`src/hdl/pcr_pkg.sv`:
```
// shared constants and carrier types for the counter and module register block
package pcr_pkg;
   localparam int unsigned PCR_CHANNELS = 6;
   localparam int unsigned PCR_BYTE_W   = 8;
   localparam int unsigned PCR_WORD_W   = 16;

   // register offsets on the special-function-register bus
   localparam logic [7:0] PCR_ADDR_COUNTER_LOWER = 8'hf9;
   localparam logic [7:0] PCR_ADDR_COUNTER_UPPER = 8'hfa;
   localparam logic [7:0] PCR_ADDR_MATCH_LOW  [PCR_CHANNELS] = '{8'hfb, 8'he9, 8'heb, 8'hed, 8'hfd, 8'hce};
   localparam logic [7:0] PCR_ADDR_MATCH_HIGH [PCR_CHANNELS] = '{8'hfc, 8'hea, 8'hec, 8'hee, 8'hfe, 8'hcf};

   // reset values and the count increment
   localparam logic [7:0]  PCR_BYTE_RESET = 8'h00;
   localparam logic [15:0] PCR_WORD_RESET = 16'h0000;
   localparam logic [15:0] PCR_COUNT_STEP = 16'h0001;

   // one access from the processor core, same clock
   typedef struct packed {
      logic [7:0] addr;
      logic [7:0] wdata;
      logic       wr;
      logic       rd;
   } pcr_sfr_req_t;

   // what one capture/compare module holds
   typedef struct packed {
      logic [15:0] match_value;
      logic [15:0] reload_value;
      logic        comparator_enable;
   } pcr_chan_t;
endpackage : pcr_pkg

```
`src/hdl/pcr_chan.sv`:
```
// one capture/compare module: match value, auto-reload value and comparator enable
`timescale 1ns/100ps
module pcr_chan
   import pcr_pkg::*;
(
   input  wire logic                    clock,
   input  wire logic                    nrst,
   input  wire logic                    wr_low,
   input  wire logic                    wr_high,
   input  wire logic                    auto_reload_select,
   input  wire logic [PCR_BYTE_W-1:0]   wdata,
   input  wire logic                    enable_wr,
   input  wire logic                    enable_wdata,
   output pcr_pkg::pcr_chan_t           state
);
   import pcr_pkg::*;

   pcr_chan_t next_state;

   ////////////////////////////////////////////////////////////////////////////
   always_comb begin
      next_state = state;
      // mode-register write first so a same-cycle byte write has the last word
      if (enable_wr) begin
         next_state.comparator_enable = enable_wdata;
      end
      if (wr_low) begin
         if (auto_reload_select) begin
            next_state.reload_value[7:0] = wdata;
         end else begin
            next_state.match_value[7:0] = wdata;
         end
         next_state.comparator_enable = 1'b0;
      end
      if (wr_high) begin
         if (auto_reload_select) begin
            next_state.reload_value[15:8] = wdata;
         end else begin
            next_state.match_value[15:8] = wdata;
         end
         next_state.comparator_enable = 1'b1;
      end
   end

   always_ff @(posedge clock or negedge nrst) begin
      if (!nrst) begin
         state.match_value       <= PCR_WORD_RESET;
         state.reload_value      <= PCR_WORD_RESET;
         state.comparator_enable <= 1'b0;
      end else begin
         state <= next_state;
      end
   end
endmodule : pcr_chan

```
`src/hdl/pcr_regs.sv`:
```
// counter and capture/compare module register access for the counter array
`timescale 1ns/100ps
module pcr_regs
   import pcr_pkg::*;
#(
   parameter int unsigned CHANNELS = PCR_CHANNELS
)(
   input  wire logic                    clock,
   input  wire logic                    nrst,
   input  pcr_pkg::pcr_sfr_req_t        sfr_req,
   input  wire logic                    watchdog_mode_enable,
   input  wire logic                    auto_reload_select,
   input  wire logic                    count_step,
   input  wire logic [CHANNELS-1:0]     enable_wr,
   input  wire logic [CHANNELS-1:0]     enable_wdata,
   output logic [7:0]                   sfr_rdata,
   output logic [15:0]                  array_counter,
   output pcr_pkg::pcr_chan_t           chan [CHANNELS]
);
   import pcr_pkg::*;

   logic [7:0]          snapshot;
   logic [7:0]          next_snapshot;
   logic [15:0]         next_array_counter;
   logic [7:0]          next_sfr_rdata;
   logic [CHANNELS-1:0] hit_low;
   logic [CHANNELS-1:0] hit_high;
   logic                hit_lower;
   logic                hit_upper;

   ////////////////////////////////////////////////////////////////////////////
   // address decode
   assign hit_lower = sfr_req.addr == PCR_ADDR_COUNTER_LOWER;
   assign hit_upper = sfr_req.addr == PCR_ADDR_COUNTER_UPPER;

   always_comb begin
      for (int i = 0; i < CHANNELS; i++) begin
         hit_low[i]  = sfr_req.addr == PCR_ADDR_MATCH_LOW[i];
         hit_high[i] = sfr_req.addr == PCR_ADDR_MATCH_HIGH[i];
      end
   end

   ////////////////////////////////////////////////////////////////////////////
   // array counter and snapshot; a software write beats a count step
   always_comb begin
      next_array_counter = array_counter;
      next_snapshot      = snapshot;
      if (count_step) begin
         next_array_counter = array_counter + PCR_COUNT_STEP;
      end
      // the watchdog owns the counter while its mode is on
      if (sfr_req.wr && !watchdog_mode_enable) begin
         if (hit_lower) begin
            next_array_counter[7:0] = sfr_req.wdata;
         end
         if (hit_upper) begin
            next_array_counter[15:8] = sfr_req.wdata;
         end
      end
      // the live count is caught before any step this cycle, so the pair is coherent
      if (sfr_req.rd && hit_lower) begin
         next_snapshot = array_counter[15:8];
      end
   end

   always_ff @(posedge clock or negedge nrst) begin
      if (!nrst) begin
         array_counter <= PCR_WORD_RESET;
         snapshot      <= PCR_BYTE_RESET;
      end else begin
         array_counter <= next_array_counter;
         snapshot      <= next_snapshot;
      end
   end

   ////////////////////////////////////////////////////////////////////////////
   // capture/compare modules; comparator_enable feeds the comparators outside
   for (genvar g = 0; g < CHANNELS; g++) begin : g_chan
      pcr_chan u_chan (
         .clock              (clock),
         .nrst               (nrst),
         .wr_low             (sfr_req.wr && hit_low[g]),
         .wr_high            (sfr_req.wr && hit_high[g]),
         .auto_reload_select (auto_reload_select),
         .wdata              (sfr_req.wdata),
         .enable_wr          (enable_wr[g]),
         .enable_wdata       (enable_wdata[g]),
         .state              (chan[g])
      );
   end

   ////////////////////////////////////////////////////////////////////////////
   // read data, registered; unmapped addresses read zero
   always_comb begin
      next_sfr_rdata = sfr_rdata;
      if (sfr_req.rd) begin
         next_sfr_rdata = PCR_BYTE_RESET;
         if (hit_lower) begin
            next_sfr_rdata = array_counter[7:0];
         end
         if (hit_upper) begin
            next_sfr_rdata = snapshot;
         end
         for (int i = 0; i < CHANNELS; i++) begin
            if (hit_low[i]) begin
               next_sfr_rdata = auto_reload_select ? chan[i].reload_value[7:0]
                                                   : chan[i].match_value[7:0];
            end
            if (hit_high[i]) begin
               next_sfr_rdata = auto_reload_select ? chan[i].reload_value[15:8]
                                                   : chan[i].match_value[15:8];
            end
         end
      end
   end

   always_ff @(posedge clock or negedge nrst) begin
      if (!nrst) begin
         sfr_rdata <= PCR_BYTE_RESET;
      end else begin
         sfr_rdata <= next_sfr_rdata;
      end
   end
endmodule : pcr_regs

```
`config.mk`:
```
export PLATFORM = sky130hd
export DESIGN_NAME = pcr_regs
export DESIGN_NICKNAME = d
export VERILOG_FILES = /design/src/hdl/pcr_pkg.sv /design/src/hdl/pcr_chan.sv /design/src/hdl/pcr_regs.sv
export SDC_FILE = /design/constraint.sdc
export NUM_CORES = 1
export LEC_CHECK = 0
export BUFFER_PORTS_ARGS = -buffer_cell sky130_fd_sc_hd__clkbuf_2
export CORE_UTILIZATION = 35
export DETAILED_ROUTE_END_ITERATION = 8
export GPL_ROUTABILITY_DRIVEN = 0
export GPL_TIMING_DRIVEN = 0
export PLACE_DENSITY = 0.57
export SKIP_CTS_REPAIR_TIMING = 1
export SLEW_MARGIN = 20
export SYNTH_ARGS = -nofsm -noshare
export SYNTH_HDL_FRONTEND = slang
export SYNTH_SLANG_ARGS = --single-unit
```
`constraint.sdc`:
```
create_clock -name clock -period 3.2 [get_ports clock]
set_clock_uncertainty 0.2 [all_clocks]
set_input_delay 0.32 -clock clock [delete_from_list [all_inputs] [get_ports clock]]
set_output_delay 0.32 -clock clock [all_outputs]
set_load 0.02 [all_outputs]
```
# --- After elaboration in Yosys (flattened, before gate mapping) ---
# Cells that the tools add are included.
classes:
  addsub: 1
  eq_ne: 14
  mux: 48
  bitwise_logic: 1
  n_reduce_logical: 45
ops:
  columns: ["cell", "n"]
  rows:
  - ["$mux 8", 28]
  - ["$eq 8x8->1 const B", 14]
  - ["$reduce_and 2->1", 24]
  - ["$mux 16", 2]
  - ["$mux 1", 18]
  - ["$reduce_bool 3->1", 6]
  - ["$add 16x1->16 const B", 1]
  - ["$logic_and 1x1->1", 14]
  - ["$logic_not 1->1", 1]
  - ["$not 1->1", 1]
totals:
  regBits: 230
  inputBits: 35
  out_inout_bits: 222
  word_cells: 142

# --- Logic depth before layout (Yosys ltp) ---
depth:
  depth_word: 15
  mapped_depth: 9
  depth_no_buf: 6

# --- Modules after synthesis ---
# Synthesis repeated with hierarchy kept, for this count alone.
hier_totals:
  hier_cells: 859
  area_unflattened_um2: 11422.2
by_module_without_submodules:
  columns: ["mod", "instances", "cells_each", "area_per_inst_um2", "seq_area_each_um2"]
  rows:
  - ["pcr_chan", 6, 73, 1281.2, 825.8]
  - ["pcr_regs", 1, 421, 3734.8, 800.8]

# --- Worst setup path before layout ---
# No wires, ideal clock.
synth_path:
  path_kind: "input-to-reg"
  from: "input port auto_reload_select"
  to: "register g_chan[2].u_chan.state[16] (netlist name)"
  setup_ns: 0.125
  arrival_time_ns: 1.617
  t_required_ns: 2.875
  slack_ns: 1.259
  cell_stages: 6
  n_path_buf: 3
  path_cell_list: "buf_6 > buf_6 > buf_4 > nand3_4 > nor2_8 > mux2_2"
synth_between:
  elab_chain_len: 1
synth_lines:
  columns: ["element", "line_no", "rtl"]
  rows:
  - ["from (decl)", "pcr_regs.sv:12", "input wire logic auto_reload_select,"]
  - ["$reduce_and 2->1 (no source line)", null, null]
  - ["to (signal assigned)", "pcr_chan.sv:51", "state <= next_state;"]
  - ["to (decl)", "pcr_chan.sv:14", "output pcr_pkg::pcr_chan_t state"]
# No other way between the ends.
# A chain may end at the register's enable or synchronous reset.

# --- Worst setup path in the final report ---
layout_path:
  from: "register array_counter[0]"
  to: "register array_counter[15]"
layout_between:
  elab_chain_len: 4
layout_lines:
  columns: ["element", "line_no", "rtl"]
  rows:
  - ["from (decl)", "pcr_regs.sv:17", "output logic [15:0] array_counter,"]
  - ["from (signal assigned)", "pcr_regs.sv:71", "array_counter <= next_array_counter;"]
  - ["$add 16x1->16 *", "pcr_regs.sv:49", "next_array_counter = array_counter + PCR_COUNT_STEP;"]
  - ["$mux 16 *", "pcr_regs.sv:48", "if (count_step) begin"]
  - ["$mux 8", "pcr_regs.sv:56", "if (hit_upper) begin"]
  - ["$mux 16 *", "pcr_regs.sv:52", "if (sfr_req.wr && !watchdog_mode_enable) begin"]
  - ["named net next_array_counter[15]", "pcr_regs.sv:24", "logic [15:0] next_array_counter;"]
# The timed path passes the listed nets; every way through them passes the cells marked *.

==> impl_metrics.tcl <==
set metrics [dict create \
    outcome "finished with violations" \
    violations "hold timing" \
    final_nets 1244 \
    die_y_um 185 \
    rows 66 \
    syn-num-nets 948 \
    viasPerCell 5.41 \
    leakagePower_nw 7.54 \
    final_cell_mix "clkbuf_2, dfrtp_1, mux2_2" \
    numCtsBuffers 27 \
    worstSetupPathType "reg2reg" \
    cts_max_level 1 \
    startpoint_type "register" \
    min_to "array_counter[0]" \
    r2r-end "array_counter[15]" \
    die_area_um2 34100 \
    timing.fmax_mhz 441 \
    insertion_delay_ps 530 \
    grt_pass1_wl_mm 60.8 \
    finalSetupTns_ps 0 \
    maxCapViolations 0 \
    syn_area_um2 11700 \
    worstHoldPathType "in2reg" \
    synth_cells 912 \
    synthFlopType "dfrtp_1" \
    hp-start "count_step" \
    dp_cells 1610 \
    hpwlAfterDp_mm 31.3 \
    place.port_buffers 254 \
    wl_per_cell_um 25.2 \
    clk_pin_slew_ps 60 \
    dpl-instance-area_um2 13600 \
    slew_headroom_pct 36.6 \
    reg2reg_depth 5 \
    synth-seq-cells 230 \
    crit_arrival_ps 2480 \
    grt_max_degree 90 \
    io-pin-count 257 \
    power_mw 7.25 \
    endpoint_kind "register" \
    area.growth.synth_to_final_pct 24.8 \
    worst_slack_ps 931 \
    wl_mm 42.1 \
    dp_slack_ps 724 \
    grt_use_total_pct 24.6 \
    overflow 0 \
    vdd_drop_max_mv 0.474 \
    cp_data_required_time_ps 3410 \
    async_flop_share_pct 100 \
    drc 0 \
    drt_iter0_drc 674 \
    worstMarginPinSlew_ps 952 \
    synth_area_per_cell_um2 12.8 \
    antenna_found_initial 5 \
    initial_core_util_pct 35.8 \
    setup_violations 0 \
    fin_crit_ps 2270 \
    final_cells 1672 \
    synth_enable_flop_cells 0 \
    cts_tree "done" \
    r2r_start "array_counter[0]" \
    grt_pass1_vias 8751 \
    layout_commonest_cell "clkbuf_2" \
    synth_warnings 0 \
    layout-drive-gt1-share_pct 48.6 \
    reg2reg_setup_slack_ps 930 \
    drt_pass1_iterations 5 \
    finish.instance_area_um2 14600 \
    hold_viol 1 \
    core_area_um2 32700 \
    yosysSeqAreaShare_pct 49.2 \
    whs_ps -11.7 \
    clockRootBuffer "clkbuf_16" \
    slew_violations 0 \
    clock_path_buffers 3 \
    power.density_nw_per_um2 497 \
    holdPathStages 3 \
    finalCritPeriodShare_pct 70.9 \
    die_w_um 185 \
    clock-sinks 230 \
    synthDistinctLibCells 68 \
    nFillCells 3144 \
    rsz0062_at_grt "false" \
    path_max_fanout 5 \
    vias 9046 \
    antenna_left 0 \
]
==> worst max-delay path: stages (launching register included) <==
cell	delay (ps)
dfrtp_1	470
nand4_1	280
nor4_1	760
nand3_1	180
xor2_1	170
o21ai_1	70
==> report_power, final <==
part	total, mW	switching [mW]	internal [mW]
logic	0.937	0.600	0.337
registers	3.19	0.159	3.03
clock network	3.12	1.25	1.86
==> synth_stat cells, types with 3 or more instances <==
cell / count / share of area, %
nand2_2: 4 / 0.21
nor2_4: 5 / 0.48
mux2_1: 11 / 1.1
mux2_2: 207 / 20
mux2i_1: 80 / 6.8
xnor2_1: 10 / 0.75
nor2_2: 6 / 0.32
nand3_1: 12 / 0.51
o21ai_0: 27 / 1.2
buf_2: 14 / 0.60
a2111oi_2: 5 / 0.64
nand4_1: 3 / 0.16
a21o_1: 6 / 0.39
buf_6: 8 / 0.77
and3_1: 4 / 0.21
a22oi_1: 15 / 0.96
a31oi_1: 6 / 0.32
xor2_1: 5 / 0.37
nor2b_1: 8 / 0.43
o221ai_1: 7 / 0.52
buf_4: 19 / 1.2
nor3_1: 7 / 0.30
nand3_2: 3 / 0.26
a21oi_1: 47 / 2.0
clkbuf_1: 19 / 0.61
o22ai_1: 14 / 0.75
nor2_8: 6 / 1.0
nand2b_1: 6 / 0.32
a21boi_0: 3 / 0.19
nand2_1: 39 / 1.3
and4bb_2: 3 / 0.32
o211a_1: 4 / 0.34
a221oi_1: 8 / 0.60
dfrtp_1: 230 / 49
and4b_1: 4 / 0.34
nor2_1: 18 / 0.58
==> per-stage QoR <==
| step | utilization [%] | hold WS [ps] |
|---|---|---|
| global route | 44.6 | 1.88 |
| detailed placement | 41.5 | 198 |
| finish | 44.6 | -11.7 |
| floorplan | - | -176 |
| CTS | 44.3 | -392 |
| global placement | 41.3 | 269 |
==> routing by layer <==
metal,up-vias,part of all wire [%],track usage [%]
li1,3997,-,-
met1,4651,45,34.2
met2,326,46,38.7
met3,68,5.7,4.44
met4,4,3.4,8.10
met5,-,0.057,0
==> logic make-up (layout without fill, tap and decap cells) <==
| group | after synthesis | in the layout | share of synthesized area [%] |
|---|---|---|---|
| AO/OA/AOI/OAI | 153 | 153 | 8.87 |
| XOR/XNOR | 15 | 15 | 1.12 |
| adder cells (fa/ha/maj) | 1 | 1 | 0.107 |
| buffers and inverters | 62 | 377 | 3.40 |
| flip-flops | 230 | 230 | 49.2 |
| multiplexers | 299 | 299 | 28.0 |
| other | 0 | 3 | 0 |
| AND/OR/NAND/NOR | 152 | 152 | 9.32 |
==> registers in the layout (all words and copies together), names as in the netlist <==
signal and count:
sfr_rdata 8, array_counter 16, g_chan.u_chan.state 198, snapshot 8
==> how the worst max path moves through the flow <==
stage	start	end	slack (ps)
after floorplan	auto_reload_select	g_chan[2].u_chan.state[16]	1260
after global placement	nrst	g_chan[1].u_chan.state[13]	-3320
after detailed placement	sfr_req[1]	g_chan[2].u_chan.state[17]	720
after CTS	array_counter[0]	array_counter[15]	940
after global routing	array_counter[2]	array_counter[15]	720
final	array_counter[0]	array_counter[15]	930
==> layout make-up <==
cell class / count / area (µm²) / share of cell area, %
clock buffer: 39 / 791 / 5.42
multi-input combinational: 620 / 5540 / 38.0
clock inverter: 9 / 98.8 / 0.677
tap: 442 / 553 / 3.79
inverter: 1 / 3.75 / 0.0257
timing repair buffer: 267 / 1450 / 9.90
buffer: 61 / 394 / 2.70
antenna: 3 / 7.51 / 0.0515
sequential: 230 / 5760 / 39.4
(Power assumes the default switching activity.)
